[src/rtl/tec_defines.svh]
// constants for the three timer/event counters and their register map
// Summary of operation
// - counters 0 and 2 divide the system clock by two to the power of control bits 2:0, from 1 up to 128.
// - in event count mode the edge bit makes the counter advance on falling pin edges when set, rising when clear.
// - in pulse width mode the edge bit set starts on a rising edge and stops on falling; clear does the reverse.
// - control bit 4 is the run enable, 1 counts and 0 stops.
// - unused control bits read as zero: bit 5 of counters 0 and 2, bits 2:0 of counter 1.
// - counter 1 control bit 5 picks the system clock over four when 0, the 32768Hz oscillator when 1.
// - mode bits 7:6 give event count at 01, timer at 10, pulse width at 11, and 00 is unused.
// - counters count up to all ones, then reload from the preload and raise an overflow flag.
// - pulse width mode clears the run enable after one measurement; otherwise only software clears it.
// - on a 16-bit counter a low byte write fills a buffer and the high byte write moves both into the preload.
// - a preload write while stopped also loads the counter; while running it waits for the next overflow.
`ifndef TEC_DEFINES_SVH
`define TEC_DEFINES_SVH

// register indices; byte address is four times the index
`define IDX_CNT0_HIGH    6'h0C
`define IDX_CNT0_LOW     6'h0D
`define IDX_FIRST_CTRL   6'h0E
`define IDX_CNT1_HIGH    6'h0F
`define IDX_CNT1_LOW     6'h10
`define IDX_SECOND_CTRL  6'h11
`define IDX_CNT2         6'h2D
`define IDX_THIRD_CTRL   6'h2E

`define CTRL_RESET       8'h00
`define CTRL_MASK_PSC    8'hDF
`define CTRL_MASK_SRC    8'hF8
`define BIT_EDGE         3
`define BIT_RUN          4
`define BIT_SRC          5
`define MODE_HI          7
`define MODE_LO          6

`define TOP_WIDE         16'hFFFF
`define TOP_NARROW       16'h00FF
`define DIV4_MASK        7'h03
`define OSC_HZ           32768

`endif

[src/rtl/tec_pkg.sv]
// types shared by the timer/event counter block
package tec_pkg;
    typedef enum logic [1:0] {
        MODE_UNUSED = 2'h0,
        MODE_EVENT  = 2'h1,
        MODE_TIMER  = 2'h2,
        MODE_PULSE  = 2'h3
    } mode_t;

    typedef enum logic [1:0] {
        MEAS_WAIT = 2'b01,
        MEAS_RUN  = 2'b10
    } meas_t;
endpackage

[src/rtl/tec_top.sv]
// three timer/event counters with their control and preload registers on APB
//
// Decided for this implementation: register access over APB.
`timescale 1ns/10ps
`default_nettype none
`include "tec_defines.svh"
module tec_top (
    input  wire logic         CORE_CLK,
    input  wire logic         NRST,
    input  wire logic         PSEL,
    input  wire logic         PENABLE,
    input  wire logic         PWRITE,
    input  wire logic [7:0]   PADDR,
    input  wire logic [31:0]  PWDATA,
    output logic     [31:0]   PRDATA,
    output logic              PREADY,
    output logic              PSLVERR,
    input  wire logic         FIRST_COUNT_INPUT_PIN,
    input  wire logic         SECOND_COUNT_INPUT_PIN,
    input  wire logic         THIRD_COUNT_INPUT_PIN,
    input  wire logic         OSC_32K,
    output logic     [2:0]    OVERFLOW_FLAG
);
    typedef struct packed {
        logic [3:0]        sync1;
        logic [3:0]        sync2;
        logic              osc_prev;
        logic [6:0]        pres;
        logic [2:0][7:0]   ctrl;
        logic [2:0][15:0]  preload;
        logic [1:0][7:0]   low_buf;
        logic [2:0]        pre_wr;
        logic [31:0]       rdata;
        logic              ready;
        logic              err;
        logic [2:0]        ovf;
    } state_t;

    state_t            s_q;
    state_t            s_d;
    logic [1:0]        rst_sync_q;
    logic              rst_n;
    logic [2:0][15:0]  count;
    logic [2:0]        ovf;
    logic [2:0]        done;
    logic [2:0]        tick;
    logic [2:0]        pin_s;
    logic [5:0]        idx;
    logic              setup;
    logic              commit;
    logic              osc_tick;
    logic [7:0]        wbyte;

    // reset release through two flops
    always_ff @(posedge CORE_CLK or negedge NRST) begin
        if (!NRST) begin
            rst_sync_q <= 2'b00;
        end else begin
            rst_sync_q <= {rst_sync_q[0], 1'b1};
        end
    end
    assign rst_n = rst_sync_q[1];

    assign idx    = PADDR[7:2];
    assign setup  = PSEL & ~PENABLE;
    assign commit = PSEL & PENABLE & s_q.ready;
    assign wbyte  = PWDATA[7:0];
    assign pin_s  = s_q.sync2[2:0];
    assign osc_tick = s_q.sync2[3] & ~s_q.osc_prev;

    function automatic logic psc_tick(input logic [6:0] pres,
                                      input logic [2:0] psc);
        logic [7:0] m;
        m = (8'h01 << psc) - 8'h01;
        return (pres & m[6:0]) == m[6:0];
    endfunction

    assign tick[0] = psc_tick(s_q.pres, s_q.ctrl[0][2:0]);
    assign tick[1] = s_q.ctrl[1][`BIT_SRC] ? osc_tick
                   : ((s_q.pres & `DIV4_MASK) == `DIV4_MASK);
    assign tick[2] = psc_tick(s_q.pres, s_q.ctrl[2][2:0]);

    genvar i;
    generate
        for (i = 0; i < 3; i++) begin : g_cnt
            tec_counter #(
                .TOP_VAL (i == 2 ? `TOP_NARROW : `TOP_WIDE)
            ) u_cnt (
                .clk        (CORE_CLK),
                .rst_n      (rst_n),
                .mode       (s_q.ctrl[i][`MODE_HI:`MODE_LO]),
                .edge_sel   (s_q.ctrl[i][`BIT_EDGE]),
                .run        (s_q.ctrl[i][`BIT_RUN]),
                .pin        (pin_s[i]),
                .int_tick   (tick[i]),
                .preload    (s_q.preload[i]),
                .preload_wr (s_q.pre_wr[i]),
                .count      (count[i]),
                .ovf        (ovf[i]),
                .meas_done  (done[i])
            );
        end
    endgenerate

    always_comb begin
        s_d          = s_q;
        s_d.sync1    = {OSC_32K, THIRD_COUNT_INPUT_PIN,
                        SECOND_COUNT_INPUT_PIN, FIRST_COUNT_INPUT_PIN};
        s_d.sync2    = s_q.sync1;
        s_d.osc_prev = s_q.sync2[3];
        s_d.pres     = s_q.pres + 7'h01;
        s_d.ovf      = ovf;
        s_d.pre_wr   = 3'b000;
        s_d.ready    = setup;
        // error stands only in the access cycle, together with ready
        s_d.err      = 1'b0;
        for (int k = 0; k < 3; k++) begin
            if (done[k]) begin
                s_d.ctrl[k][`BIT_RUN] = 1'b0;
            end
        end
        // read data and error are prepared in the setup cycle
        if (setup) begin
            s_d.rdata = 32'h0000_0000;
            s_d.err   = (PADDR[1:0] != 2'h0);
            case (idx)
                `IDX_CNT0_HIGH:   s_d.rdata[7:0] = count[0][15:8];
                `IDX_CNT0_LOW:    s_d.rdata[7:0] = s_q.low_buf[0];
                `IDX_FIRST_CTRL:  s_d.rdata[7:0] = s_q.ctrl[0];
                `IDX_CNT1_HIGH:   s_d.rdata[7:0] = count[1][15:8];
                `IDX_CNT1_LOW:    s_d.rdata[7:0] = s_q.low_buf[1];
                `IDX_SECOND_CTRL: s_d.rdata[7:0] = s_q.ctrl[1];
                `IDX_CNT2:        s_d.rdata[7:0] = count[2][7:0];
                `IDX_THIRD_CTRL:  s_d.rdata[7:0] = s_q.ctrl[2];
                default:          s_d.err = 1'b1;
            endcase
        end
        if (commit && !s_q.err) begin
            if (PWRITE) begin
                case (idx)
                    `IDX_CNT0_LOW: begin
                        s_d.low_buf[0] = wbyte;
                    end
                    `IDX_CNT0_HIGH: begin
                        s_d.preload[0] = {wbyte, s_q.low_buf[0]};
                        s_d.pre_wr[0]  = 1'b1;
                    end
                    `IDX_CNT1_LOW: begin
                        s_d.low_buf[1] = wbyte;
                    end
                    `IDX_CNT1_HIGH: begin
                        s_d.preload[1] = {wbyte, s_q.low_buf[1]};
                        s_d.pre_wr[1]  = 1'b1;
                    end
                    `IDX_CNT2: begin
                        s_d.preload[2] = {8'h00, wbyte};
                        s_d.pre_wr[2]  = 1'b1;
                    end
                    `IDX_FIRST_CTRL: begin
                        s_d.ctrl[0] = wbyte & `CTRL_MASK_PSC;
                    end
                    `IDX_SECOND_CTRL: begin
                        s_d.ctrl[1] = wbyte & `CTRL_MASK_SRC;
                    end
                    `IDX_THIRD_CTRL: begin
                        s_d.ctrl[2] = wbyte & `CTRL_MASK_PSC;
                    end
                    default: begin
                        s_d.err = 1'b0;
                    end
                endcase
            end else begin
                // high byte read latches the low count byte
                case (idx)
                    `IDX_CNT0_HIGH: s_d.low_buf[0] = count[0][7:0];
                    `IDX_CNT1_HIGH: s_d.low_buf[1] = count[1][7:0];
                    default:        s_d.err = 1'b0;
                endcase
            end
        end
    end

    always_ff @(posedge CORE_CLK or negedge rst_n) begin
        if (!rst_n) begin
            s_q <= '{sync1: 4'h0, sync2: 4'h0, osc_prev: 1'b0,
                     pres: 7'h00,
                     ctrl: {`CTRL_RESET, `CTRL_RESET, `CTRL_RESET},
                     preload: {16'h0000, 16'h0000, 16'h0000},
                     low_buf: {8'h00, 8'h00}, pre_wr: 3'b000,
                     rdata: 32'h0000_0000, ready: 1'b0, err: 1'b0,
                     ovf: 3'b000};
        end else begin
            s_q <= s_d;
        end
    end

    assign PRDATA        = s_q.rdata;
    assign PREADY        = s_q.ready;
    assign PSLVERR       = s_q.err;
    assign OVERFLOW_FLAG = s_q.ovf;
endmodule
`default_nettype wire

[src/rtl/tec_counter.sv]
// one count-up timer/event counter with reload and pulse width capture
`timescale 1ns/10ps
`default_nettype none
module tec_counter #(
    parameter logic [15:0] TOP_VAL = 16'hFFFF
) (
    input  wire logic         clk,
    input  wire logic         rst_n,
    input  wire logic [1:0]   mode,
    input  wire logic         edge_sel,
    input  wire logic         run,
    input  wire logic         pin,
    input  wire logic         int_tick,
    input  wire logic [15:0]  preload,
    input  wire logic         preload_wr,
    output logic     [15:0]   count,
    output logic              ovf,
    output logic              meas_done
);
    typedef struct packed {
        logic [15:0]   cnt;
        logic          pin_prev;
        tec_pkg::meas_t meas;
    } state_t;

    state_t s_q;
    state_t s_d;
    logic   rise;
    logic   fall;
    logic   adv;
    logic   start_e;
    logic   stop_e;

    assign rise      = pin & ~s_q.pin_prev;
    assign fall      = ~pin & s_q.pin_prev;
    assign start_e   = edge_sel ? rise : fall;
    assign stop_e    = edge_sel ? fall : rise;
    assign count     = s_q.cnt;

    always_comb begin
        s_d       = s_q;
        adv       = 1'b0;
        meas_done = 1'b0;
        s_d.pin_prev = pin;
        case (tec_pkg::mode_t'(mode))
            tec_pkg::MODE_EVENT: begin
                adv = run & (edge_sel ? fall : rise);
            end
            tec_pkg::MODE_TIMER: begin
                adv = run & int_tick;
            end
            tec_pkg::MODE_PULSE: begin
                case (s_q.meas)
                    tec_pkg::MEAS_WAIT: begin
                        if (run && start_e) begin
                            s_d.meas = tec_pkg::MEAS_RUN;
                        end
                    end
                    tec_pkg::MEAS_RUN: begin
                        adv = run & int_tick;
                        if (stop_e) begin
                            adv       = 1'b0;
                            meas_done = run;
                            s_d.meas  = tec_pkg::MEAS_WAIT;
                        end
                    end
                    default: begin
                        s_d.meas = tec_pkg::MEAS_WAIT;
                    end
                endcase
            end
            default: begin
                adv = 1'b0;
            end
        endcase
        if (!run) begin
            adv      = 1'b0;
            s_d.meas = tec_pkg::MEAS_WAIT;
        end
        ovf = adv && (s_q.cnt == TOP_VAL);
        if (ovf) begin
            s_d.cnt = preload;
        end else if (adv) begin
            s_d.cnt = s_q.cnt + 16'h0001;
        end
        if (preload_wr && !run) begin
            s_d.cnt = preload;
        end
    end

    always_ff @(posedge clk or negedge rst_n) begin
        if (!rst_n) begin
            s_q <= '{cnt: 16'h0000, pin_prev: 1'b0,
                     meas: tec_pkg::MEAS_WAIT};
        end else begin
            s_q <= s_d;
        end
    end
endmodule
`default_nettype wire

[config.mk]
export PLATFORM = sky130hd
export DESIGN_NAME = tec_top
export DESIGN_NICKNAME = d
export VERILOG_FILES = /design/src/rtl/tec_pkg.sv /design/src/rtl/tec_top.sv /design/src/rtl/tec_counter.sv
export VERILOG_INCLUDE_DIRS = /design/src /design/src/rtl
export SDC_FILE = /design/constraint.sdc
export NUM_CORES = 1
export LEC_CHECK = 0
export BUFFER_PORTS_ARGS = -buffer_cell sky130_fd_sc_hd__buf_2
export CAP_MARGIN = 20
export CORE_MARGIN = 1.5
export CORE_UTILIZATION = 47
export DETAILED_ROUTE_END_ITERATION = 7
export MAX_ROUTING_LAYER = met4
export PLACE_DENSITY = 0.64
export SLEW_MARGIN = 20
export SYNTH_ARGS = -nofsm -noshare
export SYNTH_HDL_FRONTEND = slang
export SYNTH_SLANG_ARGS = --single-unit
[constraint.sdc]
create_clock -name CORE_CLK -period 15.24 [get_ports CORE_CLK]
set_input_delay 4.572 -clock CORE_CLK [delete_from_list [all_inputs] [get_ports CORE_CLK]]
set_output_delay 4.572 -clock CORE_CLK [all_outputs]
set_load 0.01 [all_outputs]
==> results.cfg <==
[status]
status = finished clean

[finish]
finalNonFillerCells = 1134
nets = 944
final_core_util_pct = 53.3
nFillCells = 1651
drive_above_1_share_pct = 16.8
area_growth_syn_to_layout_pct = 9.72
fin_area_um2 = 9670

[clocking]
insertion_delay_ps = 430
hold_buffers = 0
cts_resized = 0
cts.sinks = 166
postCtsSetupBuffers = 0
cts_buffers = 17
path_clk_slew_ps = 70
clk_path_buf_depth = 2
root_buffer = clkbuf_16
h-tree-depth = 4
cts_tree = built

[hold_path]
min_path_type = register to async pin

[pwr]
ir_worst_vdd_uv = 75.5
p_leak_uw = 0.00434
pwr_density_cell_nw_per_um2 = 103

[global_route]
grt_max_degree = 71
grt-ovfl-total = 0
track_usage_pct = 24.8
antenna_found_initial = 1
first_global_vias = 6550
grt_first_pass_wirelength_um = 36400

[routing]
dr_total_vias = 6966
drt_wl_total_um = 22800
vias_per_cell = 6.14
drtIter0Drc = 710
wl_per_cell_um = 20.1
drtAntennaViolNets = 0
drtPass1Iterations = 7
drc = 0

[die]
die_y_um = 140
fp.coreArea_um2 = 18100
io_pins = 86
die_w_um = 140
placementRows = 49
start_util_pct = 48.6
die_area_um2 = 19600

[critical_path]
cpPeakStageDelay_ps = 620
required_ps = 15550
cp_max_fo = 19
critPathCaptureType = register
rrSetupSlack_ps = 12520
arrival_ps = 6810
crit_chain = buf_2 > inv_1 > nor2_1 > nand2_1 > clkinv_1 > o21ai_0
worst-r2r-cell-count = 6
cpMaxStageDelayCell = nand2_1
cp-endpoint = s_q[85]
critPathLaunchType = input port
r2r_end = g_cnt[1].u_cnt.count[7]
timing.rr.start = s_q[128]
startpoint = PWRITE
worstSetupPathType = input port to register

[logic_synthesis]
syn_inst = 884
ys.flop_type = dfrtp_1
yosysWarnings = 0
synthDistinctLibCells = 82
synth-edff-count = 0
async_flop_share_pct = 100
seq_area_frac_synth_pct = 47.2
avgSynthCellArea_um2 = 9.97
synth-seq-cells = 166
synth_area_um2 = 8820

[timing]
drv_slew = 0
rsz0062_at_grt = no
finClkSkew_ps = 7.03
fmaxAchievable_mhz = 154
relSlewSlack_pct = 30.7
finalSetupViolations = 0
post-route-period-util_pct = 42.6
setup_tns_ps = 0
finalCriticalPeriod_ps = 6500
worstMarginPinSlew_ps = 1040
hold_viol_final = 0

[placed_design]
port_buffers = 37
placed_cell_area_um2 = 8990
dp_hpwl_um = 15700
place_congestion = 0.875
placedCellCount = 1101

[run]
drv_cap = 0
[worst max-delay path: cells and delay by family]
kind / cells / cell delay [ps]
AO/OA/AOI/OAI: 1 / 130
buffers and inverters: 3 / 1020
AND/OR/NAND/NOR: 2 / 1070
[cell usage after synthesis (7+ instances only)]
| master | count | area share (%) |
|---|---|---|
| and3_1 | 13 | 0.92 |
| clkbuf_1 | 32 | 1.4 |
| mux2i_1 | 20 | 2.3 |
| o21ai_0 | 45 | 2.6 |
| nor3_1 | 23 | 1.3 |
| a221oi_1 | 12 | 1.2 |
| nand3_1 | 43 | 2.4 |
| nand2_1 | 80 | 3.4 |
| dfrtp_1 | 163 | 46 |
| o31ai_1 | 7 | 0.60 |
| inv_1 | 34 | 1.4 |
| a22o_1 | 8 | 0.79 |
| a222oi_1 | 12 | 1.4 |
| nand2b_1 | 11 | 0.78 |
| nor2_1 | 54 | 2.3 |
| nand4_1 | 13 | 0.92 |
| a31oi_1 | 16 | 1.1 |
| nor4_1 | 16 | 1.1 |
| mux2_2 | 46 | 5.9 |
| buf_2 | 8 | 0.45 |
| buf_4 | 37 | 3.2 |
| nor2b_1 | 7 | 0.50 |
| a21oi_1 | 36 | 2.0 |
[layer usage]
| layer | share of wire [%] | global-route usage, % |
|---|---|---|
| met5 | 0 | - |
| met4 | 1.5 | 6.70 |
| met3 | 6.9 | 4.72 |
| met2 | 46 | 36.7 |
| met1 | 46 | 35.1 |
[area by class of cell]
type                    count  area (um2)  share of cell area (%)
multi-input cells         627        4190                    43.3
flip-flops and latches    166        4160                    43.0
clock buffers              18         439                    4.54
well taps                 229         287                    2.96
repair buffers             44         238                    2.46
clock inverters            14         224                    2.32
inverters                  35         131                    1.36
diodes                      1        2.50                  0.0259
[sequential cells by signal, indices dropped and copies added (netlist names), 2 cells and up]
register	flops
PRDATA	8
s_q	86
OVERFLOW_FLAG	3
g_cnt.u_cnt.count	48
rst_sync_q	2
pin_s	3
s_d	5
g_cnt.u_cnt.s_q	9
[placed cells by master, fill, tap and decap left out, types with 13 or more instances in the layout]
master | netlist | layout
dfrtp_1 | 163 | 162
nand2_1 | 80 | 80
nor2_1 | 54 | 54
mux2_2 | 46 | 46
o21ai_0 | 45 | 45
nand3_1 | 43 | 43
buf_2 | 8 | 37
a21oi_1 | 36 | 36
inv_1 | 34 | 34
conb_1 | 2 | 25
nor3_1 | 23 | 23
mux2i_1 | 20 | 20
clkbuf_16 | 0 | 17
a31oi_1 | 16 | 16
nor4_1 | 16 | 14
and3_1 | 13 | 13
nand4_1 | 13 | 13
[kinds of logic after synthesis]
| kind of cell | after synthesis | synth area share [%] |
|---|---|---|
| muxes | 67 | 8.40 |
| and+or+nand+nor | 306 | 18.1 |
| adders and majority gates | 4 | 0.568 |
| other | 2 | 0.0852 |
| DFF | 166 | 47.2 |
| buffers and inverters | 114 | 6.64 |
| AOI/OAI and AO/OA | 214 | 17.9 |
| xor gates and xnor gates | 11 | 1.09 |
[report_power, final]
| group | leakage, uW | total (uW) | switching (uW) | internal, uW |
|---|---|---|---|---|
| logic | 0.00187 | 47.7 | 31.4 | 16.3 |
| clock network | 0.000309 | 482 | 185 | 297 |
| registers | 0.00216 | 465 | 13.9 | 451 |
[metrics by stage]
step	setup WS [ps]	hold slack [ps]	total power, uW
after global routing	8480	320	1030
after floorplan	9030	331	507
after CTS	8750	295	1000
final	8740	272	994
after global placement	8310	289	519
after detailed placement	8320	287	521
[worst min-delay path by stage]
stage / start / end / slack (ps) / cells after the start
3_3_place_gp: rst_sync_q[1] / g_cnt[1].u_cnt.count[3] / 290 / 0
3_5_place_dp: rst_sync_q[1] / s_q[51] / 290 / 0
2_1_floorplan: s_d[136] / pin_s[0] / 330 / 0
5_1_grt: rst_sync_q[1] / s_q[51] / 320 / 0
6_report: rst_sync_q[1] / s_q[51] / 270 / 0
4_1_cts: rst_sync_q[1] / s_q[75] / 300 / 0
Note: power is estimated with default switching activity, not from simulation.
